`src/include/rsc_params.svh`:
```
// Purpose: Offsets, field positions, reset values and timing counts
// Assumes: 50 MHz mclk
// Notes:   Definitions only
`ifndef RSC_PARAMS_SVH
`define RSC_PARAMS_SVH

// ==========================================================
// Register offsets and reset values
`define RSC_OFS_RAMP_CTRL 8'h1a
`define RSC_OFS_LIN_RAIL  8'h1b
`define RSC_RAMP_CTRL_RST 8'h06
`define RSC_LIN_RAIL_RST  6'h1f

// ==========================================================
// Field positions and codes
`define RSC_GO_BIT        7
`define RSC_AUTO_BIT      6
`define RSC_RATE_MSB      2
`define RSC_LIN_MSB       5
`define RSC_RATE_IMM      3'h7

// ==========================================================
// Linear rail code map
`define RSC_LIN_BREAK     6'h1a
`define RSC_LIN_LO_MV     12'h384
`define RSC_LIN_LO_STEP   12'h019
`define RSC_LIN_HI_MV     12'h60e
`define RSC_LIN_HI_STEP   12'h032

// ==========================================================
// Timing
`define RSC_CLK_PERIOD_NS 20
`define RSC_STEP_BASE_NS  160000
`define RSC_STEP_BASE_CYC (`RSC_STEP_BASE_NS / `RSC_CLK_PERIOD_NS)
`define RSC_BLANK_MS      5
`define RSC_BLANK_CYC     (`RSC_BLANK_MS * 1000000 / `RSC_CLK_PERIOD_NS)

`endif

```
`src/include/rsc_pkg.sv`:
```
// Purpose: Shared types of the rail set-point block
// Assumes: Nothing
// Notes:   Constants live in rsc_params.svh
package rsc_pkg;

  // ==========================================================
  // Types
  typedef logic [5:0] rsc_code_t;

  typedef enum logic {
    RSC_IDLE,
    RSC_RAMP
  } rsc_rail_state_t;

endpackage

```
`src/core/rsc_top.sv`:
```
// Purpose: Core buck slew control and linear rail set-point register
// Assumes: Register strobes come from the serial-bus back end
// Notes:   Long counts are parameters so simulation can shorten them
`timescale 1ns/1ns
`include "rsc_params.svh"

module rsc_top #(
  parameter int STEP_BASE_CYC = `RSC_STEP_BASE_CYC,
  parameter int BLANK_CYC     = `RSC_BLANK_CYC,
  parameter rsc_pkg::rsc_code_t A_RST_CODE = 6'h00,
  parameter rsc_pkg::rsc_code_t B_RST_CODE = 6'h00
) (
  // Clock and reset
  input  wire logic               mclk,
  input  wire logic               sys_rst,
  // Register access
  input  wire logic [7:0]         reg_addr,
  input  wire logic               reg_wr,
  input  wire logic [7:0]         reg_wdata,
  input  wire logic               reg_rd,
  output logic [7:0]              reg_rdata,
  input  wire logic               pwd_unlocked,
  // Core buck set-point registers
  input  wire rsc_pkg::rsc_code_t core_buck_a_setpoint,
  input  wire logic               core_buck_a_wr,
  input  wire rsc_pkg::rsc_code_t core_buck_b_setpoint,
  input  wire logic               core_buck_b_wr,
  // Applied core buck codes
  output rsc_pkg::rsc_code_t      core_buck_a_code,
  output rsc_pkg::rsc_code_t      core_buck_b_code,
  output logic                    ramp_busy,
  // Linear rail
  output rsc_pkg::rsc_code_t      linear_rail_code,
  output logic [11:0]             linear_rail_mv,
  output logic                    linear_rail_mon_blank
);

  // ==========================================================
  // Register state
  logic               go;
  logic               next_go;
  logic               go_arm;
  logic               next_go_arm;
  logic               auto_apply_setpoint;
  logic               next_auto_apply_setpoint;
  logic [2:0]         ramp_rate;
  logic [2:0]         next_ramp_rate;
  rsc_pkg::rsc_code_t next_linear_rail_code;
  logic [7:0]         next_reg_rdata;

  logic               wr_ramp;
  logic               wr_lin;
  logic               go_start;
  logic               start_a;
  logic               start_b;
  logic               busy_a;
  logic               busy_b;
  logic               imm;
  logic               go_done;
  logic [15:0]        dwell;
  logic [15:0]        dwell_raw;
  rsc_pkg::rsc_code_t code_a;
  rsc_pkg::rsc_code_t code_b;

  assign wr_ramp  = reg_wr && (reg_addr == `RSC_OFS_RAMP_CTRL);
  assign wr_lin   = reg_wr && (reg_addr == `RSC_OFS_LIN_RAIL) && pwd_unlocked;
  assign go_start = wr_ramp && reg_wdata[`RSC_GO_BIT];

  // ==========================================================
  // Ramp launch
  // Each base halving per code; never below one cycle
  assign dwell_raw = 16'(STEP_BASE_CYC >> ramp_rate);
  assign dwell     = (dwell_raw == '0) ? 16'h0001 : dwell_raw;
  assign imm       = (ramp_rate == `RSC_RATE_IMM);
  // Only the two core buck rails are driven by this logic
  assign start_a   = go_start || (auto_apply_setpoint && core_buck_a_wr);
  assign start_b   = go_start || (auto_apply_setpoint && core_buck_b_wr);
  // go_arm masks completion in the cycle go rises, the same cycle the rails first report busy
  assign go_done   = go && !go_arm && !busy_a && !busy_b;

  rsc_ramp_rail #(
    .DW       (16),
    .RST_CODE (A_RST_CODE)
  ) u_rail_a (
    .mclk      (mclk),
    .sys_rst   (sys_rst),
    .start     (start_a),
    .target_in (core_buck_a_setpoint),
    .immediate (imm),
    .dwell     (dwell),
    .code      (code_a),
    .busy      (busy_a)
  );

  rsc_ramp_rail #(
    .DW       (16),
    .RST_CODE (B_RST_CODE)
  ) u_rail_b (
    .mclk      (mclk),
    .sys_rst   (sys_rst),
    .start     (start_b),
    .target_in (core_buck_b_setpoint),
    .immediate (imm),
    .dwell     (dwell),
    .code      (code_b),
    .busy      (busy_b)
  );

  // Rails sit at their reset codes until the first launch
  logic launched_a;
  logic launched_b;
  logic next_launched_a;
  logic next_launched_b;

  assign next_launched_a  = launched_a || start_a;
  assign next_launched_b  = launched_b || start_b;
  assign core_buck_a_code = launched_a ? code_a : A_RST_CODE;
  assign core_buck_b_code = launched_b ? code_b : B_RST_CODE;
  assign ramp_busy        = busy_a || busy_b;

  // ==========================================================
  // Linear rail map
  always_comb
  begin
    if (linear_rail_code < `RSC_LIN_BREAK)
      linear_rail_mv = `RSC_LIN_LO_MV + `RSC_LIN_LO_STEP * 12'(linear_rail_code);
    else
      linear_rail_mv = `RSC_LIN_HI_MV
                     + `RSC_LIN_HI_STEP * 12'(linear_rail_code - `RSC_LIN_BREAK);
  end

  rsc_blank_timer #(
    .CYC (BLANK_CYC)
  ) u_blank (
    .mclk    (mclk),
    .sys_rst (sys_rst),
    .start   (wr_lin),
    .active  (linear_rail_mon_blank)
  );

  // ==========================================================
  // Register next values
  always_comb
  begin
    next_go                  = go;
    next_go_arm              = go_start;
    next_auto_apply_setpoint = auto_apply_setpoint;
    next_ramp_rate           = ramp_rate;
    next_linear_rail_code    = linear_rail_code;
    next_reg_rdata           = reg_rdata;
    // Completion clears, a new trigger in the same cycle wins
    if (go_done)
      next_go = 1'b0;
    if (go_start)
      next_go = 1'b1;
    if (wr_ramp)
    begin
      // Bits 5:3 dropped on write
      next_auto_apply_setpoint = reg_wdata[`RSC_AUTO_BIT];
      next_ramp_rate           = reg_wdata[`RSC_RATE_MSB:0];
    end
    if (wr_lin)
      next_linear_rail_code = reg_wdata[`RSC_LIN_MSB:0];
    if (reg_rd)
    begin
      case (reg_addr)
        `RSC_OFS_RAMP_CTRL:
          next_reg_rdata = {go, auto_apply_setpoint, 3'b000, ramp_rate};
        `RSC_OFS_LIN_RAIL:
          next_reg_rdata = {2'b00, linear_rail_code};
        default:
          next_reg_rdata = 8'h00;
      endcase
    end
  end

  always_ff @(posedge mclk)
  begin
    if (sys_rst)
    begin
      go                  <= 1'b0;
      go_arm              <= 1'b0;
      auto_apply_setpoint <= 1'(`RSC_RAMP_CTRL_RST >> `RSC_AUTO_BIT);
      ramp_rate           <= 3'(`RSC_RAMP_CTRL_RST);
      linear_rail_code    <= `RSC_LIN_RAIL_RST;
      reg_rdata           <= 8'h00;
      launched_a          <= 1'b0;
      launched_b          <= 1'b0;
    end
    else
    begin
      go                  <= next_go;
      go_arm              <= next_go_arm;
      auto_apply_setpoint <= next_auto_apply_setpoint;
      ramp_rate           <= next_ramp_rate;
      linear_rail_code    <= next_linear_rail_code;
      reg_rdata           <= next_reg_rdata;
      launched_a          <= next_launched_a;
      launched_b          <= next_launched_b;
    end
  end
endmodule

```
`src/core/rsc_ramp_rail.sv`:
```
// Purpose: One core buck set-point stepper
// Assumes: dwell is at least 1
// Notes:   A start while ramping retargets on the fly
`timescale 1ns/1ns
module rsc_ramp_rail #(
  parameter int                 DW       = 16,
  parameter rsc_pkg::rsc_code_t RST_CODE = 6'h00
) (
  // Clock and reset
  input  wire logic             mclk,
  input  wire logic             sys_rst,
  // Request
  input  wire logic             start,
  input  wire rsc_pkg::rsc_code_t target_in,
  input  wire logic             immediate,
  input  wire logic [DW-1:0]    dwell,
  // Result
  output rsc_pkg::rsc_code_t    code,
  output logic                  busy
);

  // ==========================================================
  // Stepper
  rsc_pkg::rsc_rail_state_t state;
  rsc_pkg::rsc_rail_state_t next_state;
  rsc_pkg::rsc_code_t       target;
  rsc_pkg::rsc_code_t       next_target;
  rsc_pkg::rsc_code_t       next_code;
  logic [DW-1:0]            cnt;
  logic [DW-1:0]            next_cnt;

  always_comb
  begin
    next_state  = state;
    next_target = target;
    next_code   = code;
    next_cnt    = cnt;
    if (start)
    begin
      next_target = target_in;
      if (immediate)
      begin
        next_code  = target_in;
        next_state = rsc_pkg::RSC_IDLE;
      end
      else
      begin
        next_state = rsc_pkg::RSC_RAMP;
        next_cnt   = dwell - DW'(1);
      end
    end
    else
    begin
      case (state)
        rsc_pkg::RSC_IDLE:
          next_cnt = '0;
        rsc_pkg::RSC_RAMP:
          if (code == target)
            next_state = rsc_pkg::RSC_IDLE;
          else if (cnt == '0)
          begin
            // One code per dwell: slope is code size over dwell
            next_code = (code < target) ? code + 6'h01 : code - 6'h01;
            next_cnt  = dwell - DW'(1);
          end
          else
            next_cnt = cnt - DW'(1);
        default:
          next_state = rsc_pkg::RSC_IDLE;
      endcase
    end
  end

  always_ff @(posedge mclk)
  begin
    if (sys_rst)
    begin
      state  <= rsc_pkg::RSC_IDLE;
      target <= '0;
      // Ramps start from the rail's power-up code, not from zero
      code   <= RST_CODE;
      cnt    <= '0;
    end
    else
    begin
      state  <= next_state;
      target <= next_target;
      code   <= next_code;
      cnt    <= next_cnt;
    end
  end

  assign busy = (state == rsc_pkg::RSC_RAMP);

endmodule

```
`src/core/rsc_blank_timer.sv`:
```
// Purpose: Monitor blanking window, restarted by each pulse
// Assumes: CYC fits in 20 bits
// Notes:   Window is CYC cycles long from the cycle after start
`timescale 1ns/1ns
module rsc_blank_timer #(
  parameter int CYC = 250000
) (
  // Clock and reset
  input  wire logic mclk,
  input  wire logic sys_rst,
  // Control
  input  wire logic start,
  output logic      active
);

  // ==========================================================
  // Down counter
  logic [19:0] cnt;
  logic [19:0] next_cnt;

  always_comb
  begin
    if (start)
      next_cnt = 20'(CYC);
    else if (cnt != '0)
      next_cnt = cnt - 20'h0_0001;
    else
      next_cnt = cnt;
  end

  always_ff @(posedge mclk)
  begin
    if (sys_rst)
      cnt <= '0;
    else
      cnt <= next_cnt;
  end

  assign active = (cnt != '0);

endmodule

```
`config.mk`:
```
export PLATFORM = sky130hd
export DESIGN_NAME = rsc_top
export DESIGN_NICKNAME = d
export VERILOG_FILES = /design/src/include/rsc_pkg.sv /design/src/core/rsc_top.sv /design/src/core/rsc_ramp_rail.sv /design/src/core/rsc_blank_timer.sv
export VERILOG_INCLUDE_DIRS = /design/src /design/src/include
export SDC_FILE = /design/constraint.sdc
export NUM_CORES = 1
export LEC_CHECK = 0
export BUFFER_PORTS_ARGS = -buffer_cell sky130_fd_sc_hd__buf_2
export CAP_MARGIN = 20
export CORE_UTILIZATION = 60
export CTS_CLUSTER_SIZE = 14
export DETAILED_ROUTE_END_ITERATION = 6
export GPL_TIMING_DRIVEN = 0
export PLACE_DENSITY = 0.81
export SLEW_MARGIN = 20
export SYNTH_ARGS = -nofsm -noshare
export SYNTH_HDL_FRONTEND = slang
export SYNTH_SLANG_ARGS = --single-unit
```
`constraint.sdc`:
```
create_clock -name mclk -period 6.5 [get_ports mclk]
set_input_delay 0.65 -clock mclk [delete_from_list [all_inputs] [get_ports mclk]]
set_output_delay 0.65 -clock mclk [all_outputs]
set_load 0.01 [all_outputs]
```
==> impl_metrics.toml, run 1 <==
[status]
status = "complete, no violations"

[routing]
residual_drc = 0
route.detailed.wl_per_inst_um = 16.5
drt_iter0_markers = 698
final_wirelength_um = 19200
drtPass1Iterations = 5
drtAntennaViolNets = 0
routed_vias = 7102
avgViaCountPerCell = 6.10

[power]
power_density_nw_per_um2 = 205
peakVddDrop_uv = 206
p_leak_nw = 3.51
power.net_switching_uw = 507
power.share.combinational_pct = 21.7
netSwitchingFraction_pct = 30.0
pwr-share-clk_pct = 35.9
power_frac_seq_pct = 42.4
power.internal_mw = 1.18

[floorplan]
io-pin-count = 75
die_w_um = 113
rows = 40
start_util_pct = 61.4
die_area_sq_um = 12700
core_region_area_sq_um = 12000
die_height_um = 113

[logic_synthesis]
synth-async-reset-ratio_pct = 0
synth.distinct_cells = 71
synthFlopType = "dfxtp_1"
synth.top_cells.by_area = "dfxtp_1 27%, ha_1 13%, nor2_1 5.3%"
synth_largest_area_cell = "dfxtp_1"
mapped_avg_cell_area_sq_um = 7.92
combined_area_of_all_synthesized_cells_sq_um = 7350
yosys_register_bits = 100
postSynthCellCount = 928
synth_largest_type_area_fraction_pct = 27.2
synth.net_count = 1049
synthesis.yosys.warnings = 0
post_synth_most_frequent_cells = "103 x nor2_1, 100 x dfxtp_1, 81 x nand2_1"
synth-seq-area-share_pct = 27.2
synth_enable_flop_cells = 0
yosys.cell_count.top_type = "nor2_1"

[clock_tree]
clock_transition_at_the_registers_of_the_reported_paths_ns = 0.07
tritoncts = "built"
cts_repair_resize_count = 0
ctsHtreeMaxLevel = 3
ctsHoldBuffers = 0
root_buffer = "clkbuf_16"
cts_max_path_buffers = 2
post_cts_buffers = 0
cts.sink_count = 100
worst_skew_pair.late_latency_ns = 0.35
tritoncts.num_buffers = 9

[setup_path]
startpoint_of_the_lowest_slack_register_to_register_path = "u_rail_a.code[3]$_SDFFE_PP0P_"
critPathMaxFanout = 6
critical_path.endpoint_type = "primary output"
reg2reg_setup_slack_ns = 3.55
worstRegToRegCells = 11
worstPathArrival_ns = 5.17
cp_data_required_time_ns = 5.85
critical_path_class = "reg2out"
reg_to_reg_end = "u_rail_a.code[5]$_SDFFE_PP0P_"
critical_path.startpoint_type = "flip-flop"

[flow_run]
cap_viol_max_count = 0

[sta]
fin_setup_tns_ns = 0
final_min_period_over_clock_period_pct = 89.5
report.final.hold_viol_count = 0
timing.max_slew.rel_slack_pct = 40.2
timing.clock.skew_ns = 0.00787
min_period_ns = 5.82
final-max-slew-violation-count = 0
report.final.setup_viol = 0
clock.fmax_mhz = 172
tightest_slew_ns = 0.891
grt_setup_unrepaired = "no"

[worst_hold_path]
hold_path_cell_cnt = 2
hp-class = "reg2reg"
worst_hold_startpoint = "u_rail_a.target[2]$_SDFFE_PP0N_"
hold_endpoint = "u_rail_a.target[2]$_SDFFE_PP0N_"

[placed_design]
gp_routability_congestion = 0.938
dp_hpwl_um = 14300
buffer_ports.inserted = 74
numPlacedInstances = 1149

[finish]
area.growth.synth_to_final_pct = 12.1
antenna_cells_inserted = 0
layout.nets = 1134
post_route_cells_drive_above_1_share_pct = 11.3
final-instance-count-excl-fill = 1165

[global_routing]
overflow = 0
wire_length_of_the_first_global_routing_pass_um = 31800
pin_count_of_the_biggest_net_entering_global_routing = 18
grt_use_total_pct = 31.2
initial_antenna_violation_count = 0
grt_pass1_vias = 6703
==> worst max-delay path: stages, from the launching register on <==
cell       delay (ns)
dfxtp_1          0.47
inv_1            0.20
ha_1             0.23
a21o_1           0.23
a21oi_1          0.38
inv_1            0.24
fa_1             0.54
fa_1             0.51
inv_1            0.04
ha_1             0.35
or4b_2           0.68
o2111ai_1        0.19
nor3_1           0.13
or3_1            0.38
o311a_1          0.12
buf_2            0.14
==> cells by family after synthesis <==
family | share of synthesized area, %
DFF | 27.2
and+or+nand+nor | 22.0
muxes | 1.69
buffers and inverters | 5.57
xor gates and xnor gates | 6.20
adders and majority gates | 15.8
AOI/OAI and AO/OA | 21.5
==> power by group through the flow <==
stage               Sequential [mW]  Combinational [mW]  Clock (mW)
floorplan                     0.714               0.294           0
global placement              0.725               0.354           0
global route                  0.722               0.411       0.635
CTS                           0.714               0.365       0.611
finish                        0.715               0.366       0.605
detailed placement            0.727               0.362           0
==> state kept, by name, indices dropped and copies added (netlist names), 3 cells and up <==
name and count:
u_rail_a.target 6, u_blank.cnt 20, u_rail_a.cnt 16, ramp_rate 3, u_rail_b.code 6, reg_rdata 8, u_rail_a.code 6, u_rail_b.target 6
u_rail_b.cnt 16, linear_rail_code 6
==> layer usage <==
layer | vias up | wire length [um] | global-route usage [%]
li1 | 3497 | - | -
met1 | 3267 | 8500 | 40.3
met2 | 284 | 8760 | 50.3
met3 | 54 | 1330 | 5.99
met4 | 0 | 620 | 14.1
met5 | - | 0 | 0
==> cell type report <==
type	instances	area [sq um]
Clock inverter	6	92.6
Sequential cell	100	2000
Clock buffer	10	239
Inverter	67	251
Tap cell	147	184
Fill cell	1031	3730
Multi-Input combinational cell	722	4940
Buffer	39	158
Timing Repair Buffer	74	370
==> worst max-delay path by stage <==
stage                                          start                 end  slack, ns
finish              linear_rail_code[2]$_SDFFE_PP1P_  linear_rail_mv[11]       0.68
global route        linear_rail_code[5]$_SDFFE_PP0P_  linear_rail_mv[11]       0.35
CTS                 linear_rail_code[2]$_SDFFE_PP1P_  linear_rail_mv[11]       0.63
detailed placement  linear_rail_code[2]$_SDFFE_PP1P_  linear_rail_mv[11]       1.03
global placement    linear_rail_code[2]$_SDFFE_PP1P_  linear_rail_mv[11]       1.08
floorplan           linear_rail_code[2]$_SDFFE_PP1P_  linear_rail_mv[11]       1.56
==> placed cells by master (no fill, tap or decap), types with 8 or more instances in the layout <==
| cell | Yosys | layout |
|---|---|---|
| nor4_1 | 14 | 14 |
| nor2_1 | 103 | 103 |
| clkbuf_16 | 0 | 9 |
| inv_1 | 66 | 66 |
| clkbuf_1 | 33 | 33 |
| and2_1 | 13 | 13 |
| o22ai_1 | 11 | 11 |
| o21ai_0 | 48 | 48 |
| nand2_1 | 81 | 81 |
| dfxtp_1 | 100 | 100 |
| a21o_1 | 17 | 17 |
| ha_1 | 75 | 75 |
| buf_2 | 2 | 76 |
| o32ai_1 | 8 | 8 |
| a22oi_1 | 8 | 8 |
| xor2_1 | 18 | 18 |
| nand3_1 | 24 | 24 |
| a211oi_1 | 9 | 9 |
| o211ai_1 | 9 | 9 |
| nor3_1 | 36 | 36 |
| fa_1 | 11 | 11 |
| a21oi_1 | 72 | 72 |
| mux2i_1 | 9 | 9 |
| xnor2_1 | 34 | 34 |
| nand4_1 | 11 | 11 |
==> metrics by stage <==
step / worst slack (ns) / hold WS, ns / util (%) / instance area (sq um) / total power, mW
finish: 0.682 / 0.454 / 68.8 / 8230 / 1.69
global route: 0.349 / 0.477 / 68.8 / 8230 / 1.77
CTS: 0.628 / 0.454 / 68.8 / 8230 / 1.69
detailed placement: 1.03 / 0.445 / 66.1 / 7900 / 1.09
global placement: 1.08 / 0.440 / 66.1 / 7900 / 1.08
floorplan: 1.56 / 0.432 / - / 7350 / 1.01
(Power assumes the default switching activity.)
==> inputs of run 2 (changes only) <==
==> constraint.sdc (replaced) <==
create_clock -name mclk -period 6.1 [get_ports mclk]
set_input_delay 0.61 -clock mclk [delete_from_list [all_inputs] [get_ports mclk]]
set_output_delay 0.61 -clock mclk [all_outputs]
set_load 0.01 [all_outputs]
==> run 2 against run 1 <==
Against the previous run:
- total power up 6.7%
- die area unchanged
- clock power rose by 7.1%
- clock skew increased by 0.0017 ns
- largest power group unchanged
- via count is essentially flat
- highest routed layer unchanged
- final cell count unchanged
- register-to-register slack worse by 0.39 ns
==> impl_metrics.toml, run 2 (synthesis gave the netlist of run 1 again) <==
[placed_design]
numPlacedInstances = 1149
placedInstanceArea_sq_um = 7900
gp_routability_congestion = 0.938
dp_hpwl_um = 14300
buffer_ports.inserted = 74

[routing]
final_wirelength_um = 19300
drtPass1Iterations = 5
residual_drc = 0
route.detailed.wl_per_inst_um = 16.6
avgViaCountPerCell = 6.10
drtAntennaViolNets = 0
drt_iter0_markers = 667
routed_vias = 7106

[finish]
largest_register_ffs = 20
post_route_cells_drive_above_1_share_pct = 11.4
antenna_cells_inserted = 0
area_occupied_by_multi_input_gates_sq_um = 4940
max_flop_register = "u_blank.cnt"
final-instance-count-excl-fill = 1165
area.growth.synth_to_final_pct = 12.1
biggestRegsByFlops = "u_blank.cnt (20), u_rail_a.cnt (16), u_rail_b.cnt (16)"
design_area_sq_um = 8240
final_cell_mix = "103 x nor2_1, 100 x dfxtp_1, 81 x nand2_1"
fill_cells = 1031
final_common_cell = "nor2_1"
layout.nets = 1134
final-seq-area_sq_um = 2000

[floorplan]
start_util_pct = 61.4
core_region_area_sq_um = 12000
die_area_sq_um = 12700
rows = 40
die_w_um = 113
die_height_um = 113
io-pin-count = 75

[global_routing]
wire_length_of_the_first_global_routing_pass_um = 31800
grt_use_total_pct = 31.2
grt_pass1_vias = 6703
initial_antenna_violation_count = 0
overflow = 0
pin_count_of_the_biggest_net_entering_global_routing = 18

[setup_path]
critical_path.endpoint_type = "primary output"
startpoint_of_the_lowest_slack_register_to_register_path = "u_rail_a.code[3]$_SDFFE_PP0P_"
critical-path-max-stage-delay_ns = 0.68
critPathCapture = "linear_rail_mv[11]"
critPathMaxFanout = 11
worstPathArrival_ns = 5.11
worstRegToRegCells = 11
worst_setup_path_startpoint = "linear_rail_code[1]$_SDFFE_PP1P_"
critical_path.cell_chain = "inv_1, ha_1, nor2b_1, xnor2_1, ha_1, inv_1, fa_1, fa_1, inv_1, ha_1, or4b_2, o2111ai_1, nor3_1, or3_1, o311a_1, buf_2"
critical_path.startpoint_type = "flip-flop"
cp_data_required_time_ns = 5.49
reg2reg_setup_slack_ns = 3.16
slowest_stage = "or4b_2"
reg_to_reg_end = "u_rail_a.code[5]$_SDFFE_PP0P_"
critical_path_class = "reg2out"

[sta]
final-max-slew-violation-count = 0
tightest_slew_ns = 0.889
timing.max_slew.rel_slack_pct = 40.3
final.hold.worst_slack_ns = 0.454
fin_setup_tns_ns = 0
final_min_period_over_clock_period_pct = 93.7
timing.clock.skew_ns = 0.00952
clock.fmax_mhz = 175
report.final.hold_viol_count = 0
grt_setup_unrepaired = "no"
min_period_ns = 5.72
report.final.setup_viol = 0

[clock_tree]
worst_skew_pair.late_latency_ns = 0.36
root_buffer = "clkbuf_16"
tritoncts.num_buffers = 9
post_cts_buffers = 0
tritoncts = "built"
cts_max_path_buffers = 2
ctsHtreeMaxLevel = 3
cts.sink_count = 100
clock_transition_at_the_registers_of_the_reported_paths_ns = 0.07

[power]
power_density_nw_per_um2 = 218
p_leak_nw = 3.51
peakVddDrop_uv = 219

[status]
status = "complete, no violations"

[worst_hold_path]
hp-class = "reg2reg"

[flow_run]
cap_viol_max_count = 0
## run 2: cell counts in the layout (fill, tap and decap cells not counted)
No cell type changed its count.
## run 2: power breakdown
part / leakage (nW) / internal (mW) / switching [mW]
registers: 0.808 / 0.704 / 0.0579
logic: 2.54 / 0.178 / 0.212
clock network: 0.161 / 0.375 / 0.273
## run 2: how the worst min path moves through the flow
stage / cells past startpoint / end / startpoint
floorplan: 2 / u_rail_a.target[5]$_SDFFE_PP0N_ / u_rail_a.target[5]$_SDFFE_PP0N_
global placement: 2 / u_rail_a.target[5]$_SDFFE_PP0N_ / u_rail_a.target[5]$_SDFFE_PP0N_
detailed placement: 2 / u_rail_a.target[2]$_SDFFE_PP0N_ / u_rail_a.target[2]$_SDFFE_PP0N_
CTS: 2 / u_rail_a.target[2]$_SDFFE_PP0N_ / u_rail_a.target[2]$_SDFFE_PP0N_
global route: 2 / u_rail_a.target[4]$_SDFFE_PP0N_ / u_rail_a.target[4]$_SDFFE_PP0N_
finish: 2 / u_rail_a.target[2]$_SDFFE_PP0N_ / u_rail_a.target[2]$_SDFFE_PP0N_
## run 2: final cells by class
class                   count  area share, %
multi-input cells         722           60.0
flip-flops and latches    100           24.3
plain buffers              39           1.91
repair buffers             74           4.50
well taps                 147           2.23
inverters                  67           3.05
clock buffers              10           2.90
clock inverters             6           1.12
## run 2: critical path, delay by kind of cell, from the launching register on
kind,cells,cell delay (ns)
adder cells (fa/ha/maj),5,1.79
AO/OA/AOI/OAI,2,0.31
buffers and inverters,4,0.40
AND/OR/NAND/NOR,4,1.41
flip-flops,1,0.61
XOR/XNOR,1,0.24
## run 2: per-layer routing
layer  GRT usage [%]  part of all wire, %  up-vias
met4            14.1                  3.5        0
li1                -                    -     3491
met5               0                    0        -
met1            40.3                   44     3245
met2            50.3                   45      306
met3            5.99                  7.1       64
## run 2: per-stage QoR
step           power, mW  worst slack, ns  util [%]
2_1_floorplan       1.07             1.20         -
5_1_grt             1.88           0.0908      68.9
3_5_place_dp        1.16            0.670      66.1
4_1_cts             1.80            0.268      68.8
3_3_place_gp        1.15            0.721      66.1
6_report            1.80            0.381      68.9
## run 2: timing repair
action                                  4_1_cts  5_1_grt
hold buffers                                  0        0
endpoints found under the setup margin        0        1
gates resized for setup                       0        1
